File: src/hw/pcg_consts.vh
// Offsets, field positions, reset values and timing counts for the clock generator.
`ifndef PCG_CONSTS_VH
`define PCG_CONSTS_VH

`define PCG_CLK_PERIOD_NS 100
`define PCG_ADDR_W 32

`define PCG_OFS_CSR 32'h01B7C100
`define PCG_OFS_MULT 32'h01B7C110
`define PCG_OFS_DIV0 32'h01B7C114
`define PCG_OFS_DIV1 32'h01B7C118
`define PCG_OFS_DIV2 32'h01B7C11C
`define PCG_OFS_DIV3 32'h01B7C120
`define PCG_OFS_OSCDIV 32'h01B7C124
`define PCG_OFS_DEVCONF 32'h01B7C128
`define PCG_OFS_MEMCTL 32'h01B7C12C

`define PCG_CSR_PATH 0
`define PCG_CSR_PWRDN 1
`define PCG_CSR_RSVD 2
`define PCG_CSR_RST 3
`define PCG_CSR_STABLE 6
`define PCG_DIV_EN 15
`define PCG_DEVCONF_SRC 4
`define PCG_MEMCTL_CKB 3
`define PCG_MEMCTL_MEM 5

`define PCG_RST_MULT 5'h07
`define PCG_RST_DIV0 5'h00
`define PCG_RST_DIV1 5'h00
`define PCG_RST_DIV2 5'h01
`define PCG_RST_DIV3 5'h01
`define PCG_RST_OSCDIV 5'h00
`define PCG_MULT_MIN 5'h04
`define PCG_MULT_MAX 5'h19

`define PCG_STABLE_CYCLES 16'h0100
`define PCG_RESET_TIME_NS 125
`define PCG_LOCK_TYP_NS 75000
`define PCG_LOCK_MAX_NS 187500
`define PCG_RESET_CYCLES ((`PCG_RESET_TIME_NS+`PCG_CLK_PERIOD_NS-1)/`PCG_CLK_PERIOD_NS)
`define PCG_LOCK_CYCLES (`PCG_LOCK_TYP_NS/`PCG_CLK_PERIOD_NS)

`endif

File: src/hw/pcg_divider.v
// Programmable clock-enable divider, ratio code+1 from /1 to /32.
`timescale 1ns/1ps
`default_nettype none
module pcg_divider (
    input wire clk_in,
    input wire reset_in,
    input wire tick_in,
    input wire enable_in,
    input wire [4:0] ratio_in,
    output reg tick_out
);
    reg [4:0] count_reg;

    // Ratio changes take effect at once: the count is compared with the live
    // ratio_in, so lowering it can cut the current output period short.
    always @(posedge clk_in or posedge reset_in) begin
        if (reset_in) begin
            count_reg <= 5'h00;
            tick_out <= 1'b0;
        end else begin
            tick_out <= 1'b0;
            if (!enable_in) begin
                count_reg <= 5'h00;
            end else if (tick_in) begin
                if (count_reg >= ratio_in) begin
                    count_reg <= 5'h00;
                    tick_out <= 1'b1;
                end else begin
                    count_reg <= count_reg + 5'h01;
                end
            end
        end
    end
endmodule // pcg_divider

`default_nettype wire

File: src/hw/pcg_pll_model.v
// Behavioural PLL: rate multiplier on reference ticks plus lock tracking.
`timescale 1ns/1ps
`default_nettype none
`include "pcg_consts.vh"
module pcg_pll_model (
    input wire clk_in,
    input wire reset_in,
    input wire ref_tick_in,
    input wire pll_hold_in,
    input wire [4:0] mult_in,
    output reg out_tick_out,
    output reg locked_out
);
    reg [4:0] burst_reg;
    reg [15:0] lock_reg;

    // Each reference tick releases mult_in output ticks, one per cycle;
    // the system clock stands in for the analog oscillator.
    always @(posedge clk_in or posedge reset_in) begin
        if (reset_in) begin
            burst_reg <= 5'h00;
            out_tick_out <= 1'b0;
            lock_reg <= 16'h0000;
            locked_out <= 1'b0;
        end else if (pll_hold_in) begin
            burst_reg <= 5'h00;
            out_tick_out <= 1'b0;
            lock_reg <= 16'h0000;
            locked_out <= 1'b0;
        end else begin
            if (ref_tick_in) begin
                burst_reg <= mult_in;
            end else if (burst_reg != 5'h00) begin
                burst_reg <= burst_reg - 5'h01;
            end
            out_tick_out <= ref_tick_in || (burst_reg > 5'h01);
            if (lock_reg < `PCG_LOCK_CYCLES) begin
                lock_reg <= lock_reg + 16'h0001;
            end
            locked_out <= (lock_reg >= `PCG_LOCK_CYCLES - 1);
        end
    end
endmodule // pcg_pll_model

`default_nettype wire

File: src/hw/pcg_top.v
// Clock generator controller: registers, reference select, post-dividers.
`timescale 1ns/1ps
`default_nettype none
`include "pcg_consts.vh"
module pcg_top (
    input wire CLK_SYS_IN,
    input wire RESET_IN,
    input wire REF_CLOCK_PIN_TICK_IN,
    input wire MEM_CLOCK_IN_PIN_IN,
    input wire [31:0] ADDR_IN,
    input wire [31:0] WDATA_IN,
    input wire WRITE_IN,
    input wire READ_IN,
    output reg [31:0] RDATA_OUT,
    output reg CORE_CLOCK_OUT,
    output reg PERIPH_CLOCK_OUT,
    output reg MEM_SYS_CLOCK_OUT,
    output reg CLKOUT_B_PIN_OUT,
    output reg CLKOUT_C_PIN_OUT,
    output reg MEM_CLOCK_OUT_PIN_OUT,
    output reg PLL_POWERDOWN_OUT,
    output reg PLL_RESET_OUT
);
    // -------------------------------------------------------------------
    // Register state
    // -------------------------------------------------------------------
    reg pll_path_select_reg;
    reg pll_powerdown_reg;
    reg pll_reset_ctl_reg;
    reg [4:0] mult_reg;
    reg [4:0] div_ratio_reg [0:4];
    reg [4:0] div_en_reg;
    reg mem_clk_source_sel_reg;
    reg clkout_b_gate_reg;
    reg mem_clk_out_enable_reg;
    reg [15:0] stable_cnt_reg;
    reg stable_reg;
    reg path_active_reg;
    reg [31:0] rdata_next;

    wire ref_tick;
    wire pre_tick;
    wire pll_tick;
    wire mult_code_ok;
    wire hf_tick;
    wire [4:0] div_tick;
    wire pll_hold;

    // Index 0 prescaler, 1 core, 2 periph, 3 memory, 4 oscillator.
    wire [4:0] div_src;
    assign ref_tick = REF_CLOCK_PIN_TICK_IN;
    assign pll_hold = pll_reset_ctl_reg | pll_powerdown_reg;
    // Reserved multiplier codes are refused and the old factor stays,
    // so a stray write can never push the PLL outside its range.
    assign mult_code_ok = (WDATA_IN[4:0] >= `PCG_MULT_MIN) &&
                          (WDATA_IN[4:0] <= `PCG_MULT_MAX);

    // -------------------------------------------------------------------
    // Stable counter
    // -------------------------------------------------------------------
    // The flag only ever sets. Once the reference has been counted it
    // stays up until the next reset, so software polling it can never
    // see it drop back while the reference keeps running.
    always @(posedge CLK_SYS_IN or posedge RESET_IN) begin
        if (RESET_IN) begin
            stable_cnt_reg <= 16'h0000;
            stable_reg <= 1'b0;
        end else begin
            if (stable_cnt_reg != `PCG_STABLE_CYCLES) begin
                if (ref_tick) begin
                    stable_cnt_reg <= stable_cnt_reg + 16'h0001;
                end
            end else begin
                stable_reg <= 1'b1;
            end
        end
    end

    // -------------------------------------------------------------------
    // Register writes
    // -------------------------------------------------------------------
    always @(posedge CLK_SYS_IN or posedge RESET_IN) begin
        if (RESET_IN) begin
            pll_path_select_reg <= 1'b0;
            pll_powerdown_reg <= 1'b0;
            pll_reset_ctl_reg <= 1'b1;
            mult_reg <= `PCG_RST_MULT;
            div_ratio_reg[0] <= `PCG_RST_DIV0;
            div_ratio_reg[1] <= `PCG_RST_DIV1;
            div_ratio_reg[2] <= `PCG_RST_DIV2;
            div_ratio_reg[3] <= `PCG_RST_DIV3;
            div_ratio_reg[4] <= `PCG_RST_OSCDIV;
            div_en_reg <= 5'h1F;
            mem_clk_source_sel_reg <= 1'b0;
            clkout_b_gate_reg <= 1'b1;
            mem_clk_out_enable_reg <= 1'b1;
        end else if (WRITE_IN) begin
            case (ADDR_IN)
                `PCG_OFS_CSR: begin
                    pll_path_select_reg <= WDATA_IN[`PCG_CSR_PATH];
                    pll_powerdown_reg <= WDATA_IN[`PCG_CSR_PWRDN];
                    pll_reset_ctl_reg <= WDATA_IN[`PCG_CSR_RST];
                end
                `PCG_OFS_MULT: begin
                    if (mult_code_ok) begin
                        mult_reg <= WDATA_IN[4:0];
                    end
                end
                `PCG_OFS_DIV0: begin
                    div_ratio_reg[0] <= WDATA_IN[4:0];
                    div_en_reg[0] <= WDATA_IN[`PCG_DIV_EN];
                end
                `PCG_OFS_DIV1: begin
                    div_ratio_reg[1] <= WDATA_IN[4:0];
                    div_en_reg[1] <= WDATA_IN[`PCG_DIV_EN];
                end
                `PCG_OFS_DIV2: begin
                    div_ratio_reg[2] <= WDATA_IN[4:0];
                    div_en_reg[2] <= WDATA_IN[`PCG_DIV_EN];
                end
                `PCG_OFS_DIV3: begin
                    div_ratio_reg[3] <= WDATA_IN[4:0];
                    div_en_reg[3] <= WDATA_IN[`PCG_DIV_EN];
                end
                `PCG_OFS_OSCDIV: begin
                    div_ratio_reg[4] <= WDATA_IN[4:0];
                    div_en_reg[4] <= WDATA_IN[`PCG_DIV_EN];
                end
                `PCG_OFS_DEVCONF: begin
                    mem_clk_source_sel_reg <= WDATA_IN[`PCG_DEVCONF_SRC];
                end
                `PCG_OFS_MEMCTL: begin
                    clkout_b_gate_reg <= WDATA_IN[`PCG_MEMCTL_CKB];
                    mem_clk_out_enable_reg <= WDATA_IN[`PCG_MEMCTL_MEM];
                end
                default: begin
                    // Unmapped addresses take no write.
                end
            endcase
        end
    end

    // -------------------------------------------------------------------
    // Register reads
    // -------------------------------------------------------------------
    always @* begin
        rdata_next = 32'h00000000;
        case (ADDR_IN)
            `PCG_OFS_CSR: begin
                rdata_next[`PCG_CSR_STABLE] = stable_reg;
                rdata_next[`PCG_CSR_RST] = pll_reset_ctl_reg;
                rdata_next[`PCG_CSR_PWRDN] = pll_powerdown_reg;
                rdata_next[`PCG_CSR_PATH] = pll_path_select_reg;
            end
            `PCG_OFS_MULT: rdata_next[4:0] = mult_reg;
            `PCG_OFS_DIV0: rdata_next = {16'h0000, div_en_reg[0],
                                         10'h000, div_ratio_reg[0]};
            `PCG_OFS_DIV1: rdata_next = {16'h0000, div_en_reg[1],
                                         10'h000, div_ratio_reg[1]};
            `PCG_OFS_DIV2: rdata_next = {16'h0000, div_en_reg[2],
                                         10'h000, div_ratio_reg[2]};
            `PCG_OFS_DIV3: rdata_next = {16'h0000, div_en_reg[3],
                                         10'h000, div_ratio_reg[3]};
            `PCG_OFS_OSCDIV: rdata_next = {16'h0000, div_en_reg[4],
                                           10'h000, div_ratio_reg[4]};
            `PCG_OFS_DEVCONF: rdata_next[`PCG_DEVCONF_SRC] =
                mem_clk_source_sel_reg;
            `PCG_OFS_MEMCTL: begin
                rdata_next[`PCG_MEMCTL_CKB] = clkout_b_gate_reg;
                rdata_next[`PCG_MEMCTL_MEM] = mem_clk_out_enable_reg;
            end
            default: rdata_next = 32'h00000000;
        endcase
    end

    // -------------------------------------------------------------------
    // Read data register
    // -------------------------------------------------------------------
    // Read data stand for one cycle only and return to zero, so a stale
    // value is never mistaken for a fresh one.
    always @(posedge CLK_SYS_IN or posedge RESET_IN) begin
        if (RESET_IN) begin
            RDATA_OUT <= 32'h00000000;
        end else begin
            RDATA_OUT <= READ_IN ? rdata_next : 32'h00000000;
        end
    end

    // -------------------------------------------------------------------
    // PLL path and reference select
    // -------------------------------------------------------------------
    // The lock flag stays inside the model: software times the lock wait
    // itself, so nothing here depends on it.
    pcg_pll_model u_pll (
        .clk_in(CLK_SYS_IN),
        .reset_in(RESET_IN),
        .ref_tick_in(pre_tick),
        .pll_hold_in(pll_hold),
        .mult_in(mult_reg),
        .out_tick_out(pll_tick),
        .locked_out()
    );

    // The select bit is taken only when no tick is pending from either source;
    // setting the PLL reset bit drops back to the reference path at once.
    always @(posedge CLK_SYS_IN or posedge RESET_IN) begin
        if (RESET_IN) begin
            path_active_reg <= 1'b0;
        end else if (pll_reset_ctl_reg) begin
            path_active_reg <= 1'b0;
        end else if (!ref_tick && !pll_tick) begin
            path_active_reg <= pll_path_select_reg;
        end
    end

    assign hf_tick = path_active_reg ? pll_tick : ref_tick;

    // -------------------------------------------------------------------
    // Dividers
    // -------------------------------------------------------------------
    assign div_src = {ref_tick, hf_tick, hf_tick, hf_tick, ref_tick};

    genvar g;
    generate
        for (g = 0; g < 5; g = g + 1) begin : gen_div
            pcg_divider u_div (
                .clk_in(CLK_SYS_IN),
                .reset_in(RESET_IN),
                .tick_in(div_src[g]),
                .enable_in(div_en_reg[g]),
                .ratio_in(div_ratio_reg[g]),
                .tick_out(div_tick[g])
            );
        end
    endgenerate

    assign pre_tick = div_tick[0];

    // -------------------------------------------------------------------
    // Clock outputs, one register stage each
    // -------------------------------------------------------------------
    always @(posedge CLK_SYS_IN or posedge RESET_IN) begin
        if (RESET_IN) begin
            CORE_CLOCK_OUT <= 1'b0;
            PERIPH_CLOCK_OUT <= 1'b0;
            MEM_SYS_CLOCK_OUT <= 1'b0;
            CLKOUT_B_PIN_OUT <= 1'b0;
            CLKOUT_C_PIN_OUT <= 1'b0;
            MEM_CLOCK_OUT_PIN_OUT <= 1'b0;
        end else begin
            CORE_CLOCK_OUT <= div_tick[1];
            PERIPH_CLOCK_OUT <= div_tick[2];
            MEM_SYS_CLOCK_OUT <= div_tick[3];
            CLKOUT_B_PIN_OUT <= div_tick[2] & div_en_reg[2] &
                                clkout_b_gate_reg;
            CLKOUT_C_PIN_OUT <= div_tick[4] & div_en_reg[4];
            MEM_CLOCK_OUT_PIN_OUT <= mem_clk_out_enable_reg &
                (mem_clk_source_sel_reg ? MEM_CLOCK_IN_PIN_IN
                                        : div_tick[3]);
        end
    end

    // -------------------------------------------------------------------
    // PLL control pins
    // -------------------------------------------------------------------
    // The pins mirror the register bits one cycle late, like every other
    // output, so the analog side never sees a combinational glitch.
    always @(posedge CLK_SYS_IN or posedge RESET_IN) begin
        if (RESET_IN) begin
            PLL_POWERDOWN_OUT <= 1'b0;
            PLL_RESET_OUT <= 1'b1;
        end else begin
            PLL_POWERDOWN_OUT <= pll_powerdown_reg;
            PLL_RESET_OUT <= pll_reset_ctl_reg;
        end
    end
endmodule // pcg_top

`default_nettype wire

File: config.mk
export PLATFORM = sky130hd
export DESIGN_NAME = pcg_top
export DESIGN_NICKNAME = d
export VERILOG_FILES = /design/src/hw/pcg_divider.v /design/src/hw/pcg_pll_model.v /design/src/hw/pcg_top.v
export VERILOG_INCLUDE_DIRS = /design/src /design/src/hw
export SDC_FILE = /design/constraint.sdc
export NUM_CORES = 1
export LEC_CHECK = 0
export BUFFER_PORTS_ARGS = -buffer_cell sky130_fd_sc_hd__clkbuf_2
export CAP_MARGIN = 25
export CELL_PAD_IN_SITES_DETAIL_PLACEMENT = 1
export CELL_PAD_IN_SITES_GLOBAL_PLACEMENT = 1
export CORE_ASPECT_RATIO = 1.25
export CORE_MARGIN = 1
export CORE_UTILIZATION = 41
export CTS_BUF_LIST = sky130_fd_sc_hd__clkbuf_8
export CTS_CLUSTER_DIAMETER = 40
export CTS_CLUSTER_SIZE = 20
export DETAILED_ROUTE_END_ITERATION = 7
export PLACE_DENSITY_LB_ADDON = 0.2
export SLEW_MARGIN = 20
export SYNTH_ARGS = -nofsm -noshare
export SYNTH_HDL_FRONTEND = slang
export SYNTH_SLANG_ARGS = --single-unit
File: constraint.sdc
create_clock -name CLK_SYS_IN -period 3.2 [get_ports CLK_SYS_IN]
set_input_delay 0.32 -clock CLK_SYS_IN [delete_from_list [all_inputs] [get_ports CLK_SYS_IN]]
set_output_delay 0.32 -clock CLK_SYS_IN [all_outputs]
set_load 0.01 [all_outputs]
==> impl_metrics.toml <==
[placed_design]
placedInstanceArea_sq_um = 6454
place.detailed.hpwl_um = 11630
post_place_cells = 804
post-place-ws_ns = 0.5858
final_wtd_congestion = 0.8865
numPortBuffers = 60

[sta]
final_cycle_utilization_of_the_critical_path_pct = 69.25
finalHoldViolCount = 0
finalCriticalPeriod_ns = 2.216
setup_viol_count_final = 0
max_clock_skew_ns = 0.009606
worst_slew_margin_rel_pct = 41.86
max_freq_mhz = 451.3
layout_setup_ws_ns = 0.9842
fin_tns_setup_ns = 0
final_max_slew_viols = 0
hold_ws_ns = 0.07811
worst-slew-pin-transition_ns = 0.8703
rsz0062_at_grt = "no"

[final_layout]
stdcell_count = 819
design.final.nets = 742
flow.area_growth_from_synthesis_pct = 9.377
design_area_sq_um = 6611
number_of_inserted_filler_cells_in_the_final_layout = 1650
antennaDiodeCount = 0
fin_util_pct = 45.89
drive_gt1_share_pct = 22.93

[logic_synthesis]
synth-seq-area-share_pct = 46.24
synthMostInstantiatedCell = "dfrtp_1"
ys.flop_type = "dfrtp_1"
synth.avg_cell_area_sq_um = 10.44
synthDominantCellAreaShare_pct = 40.16
yosysWarningCount = 0
syn_inst = 579
synth_edf_count = 0
flip_flop_and_latch_count_after_synthesis = 111
ys_types = 61
synthDominantAreaCellType = "dfrtp_1"
top_cells_by_count_synth = "dfrtp_1 (97), nand2_1 (50), mux2_2 (44)"
asr_flop_ratio_synth_pct = 100.0
post_synth_main_area_contributors = "dfrtp_1 (40%), mux2_2 (8.2%), ha_1 (7.2%), dfstp_2 (6.1%), buf_4 (3.1%)"
synth_area_sq_um = 6045

[detailed_routing]
avgRoutedWirePerCell_um = 18.39
drc = 0
routed_via_density = 5.438
drt_iter0_drc = 190
via_count = 4454
antenna_viol_nets_final = 0
detailed_route_wl_um = 15060
drt_first_pass_iters = 8

[setup_path]
path_max_fanout = 6
wp_data_required_ns = 3.49
end_kind = "register"
worst_ep_arrival_time_ns = 2.50
crit_path_top_delay_cell = "or4_1"
worst-setup-path-type = "primary input to register"
start_kind = "primary input"
worst_path_largest_cell_delay_ns = 0.75
crit_path_cell_trace = "clkbuf_2, nor4_1, nand4_1, or4_1, nor2b_1, mux2_2"

[cts]
cts_tree = "done"
clock-sinks = 111
cts-root-buf = "clkbuf_8"
clkTransAtPathRegs_ns = 0.10
cts_max_level = 3
clk_latency_ns = 0.39
cts_hold_buffers = 0
cts_made_buffers = 9
post_cts.repair.setup_buffers = 0
cts_max_path_buffers = 2
cts.repair.resized = 0

[floorplanning]
core_area_sq_um = 14410
rows = 49
height_of_the_chip_um = 137.8
die_width_um = 110.6
floorplan.io_pins = 110
initial_core_util_pct = 41.95
area_of_the_die_sq_um = 15240

[power_and_ir_drop]
total_leakage_power_nw = 3.053
total_power_per_unit_cell_area_nw_per_um2 = 374.1
ir_worst_vdd_mv = 0.2280
power_mw = 2.473

[outcome]
run_status = "finished clean"

[global_routing]
vias_in_the_first_global_route = 4768
pin_count_of_the_biggest_net_entering_global_routing = 53
grt_antenna_before_repair = 0
groute.usage.overall_pct = 21.12
grt_overflow_total = 0
grt_pass1_wl_um = 24740

[run]
maxCapViolCount = 0

[hold_path]
hold_path_class = "primary input to asynchronous set/reset pin"
-- cells by family after synthesis --
logic type	synth area share, %
AO/OA/AOI/OAI	8.632
flip-flops	46.24
multiplexers	10.93
other	0.06204
XOR/XNOR	3.188
adder cells (fa/ha/maj)	7.245
AND/OR/NAND/NOR	17.20
buffers and inverters	6.500
-- power by group --
| part | switching, mW | internal [mW] |
|---|---|---|
| registers | 0.0467 | 1.44 |
| clock network | 0.468 | 0.289 |
| logic | 0.144 | 0.0827 |
-- cell usage in the layout, fill, tap and decap left out, types with 3 or more instances in the layout --
cell	synthesis	routed
dfrtp_1	97	97
clkbuf_2	0	60
nand2_1	50	50
mux2_2	44	44
inv_1	39	42
nor2_1	38	38
ha_1	35	35
nand3_1	28	28
conb_1	1	24
xnor2_1	17	17
a21oi_1	16	16
nor2b_1	16	16
o21ai_0	16	16
dfstp_2	14	14
mux2i_1	12	12
a31oi_1	10	10
clkbuf_8	0	10
nor3_1	9	9
nand4_1	7	7
and2_1	7	7
nor4_1	6	6
and3_1	6	6
xor2_1	5	5
a21o_1	4	4
nand3b_1	4	4
a22oi_1	4	4
a22o_1	4	4
nand4b_1	3	3
nand2b_1	3	3
nor4b_1	3	3
buf_4	25	3
-- critical path: cells and delay by family --
family,cells,cell delay (ns)
multiplexers,1,0.39
buffers and inverters,1,0.08
AND/OR/NAND/NOR,4,1.71
-- final timing paths --
kind	from	endpoint	slack, ns	depth (start not counted)
max	ADDR_IN[7]	div_ratio_reg[4]	0.98	6
min	RESET_IN	u_pll.burst_reg[1]	0.08	2
max reg2reg	gen_div[0].u_div.count_reg[0]	gen_div[0].u_div.count_reg[4]	1.14	7
min reg2reg	gen_div[1].u_div.tick_out	CORE_CLOCK_OUT	0.36	0
max in group asynchronous	RESET_IN	div_en_reg[3]	2.27	3
min in group CLK_SYS_IN	WDATA_IN[5]	mem_clk_out_enable_reg	0.17	2
-- metal layers --
metal,up-vias,track usage [%],routed length (um)
met5,-,0,0
met3,33,2.904,432
li1,2094,-,-
met2,69,37.65,7815
met1,2258,24.67,6285
met4,0,11.70,528
-- cell type report --
class                   instances  area [sq um]  share of cell area, %
clock buffers                  10         137.6                  2.082
flip-flops and latches        111          2795                  42.28
multi-input cells             412          2943                  44.51
inverters                      39         150.1                  2.271
repair buffers                 64         342.8                  5.185
clock inverters                 5         20.02                 0.3028
well taps                     178         222.7                  3.369
(Power assumes the default switching activity.)
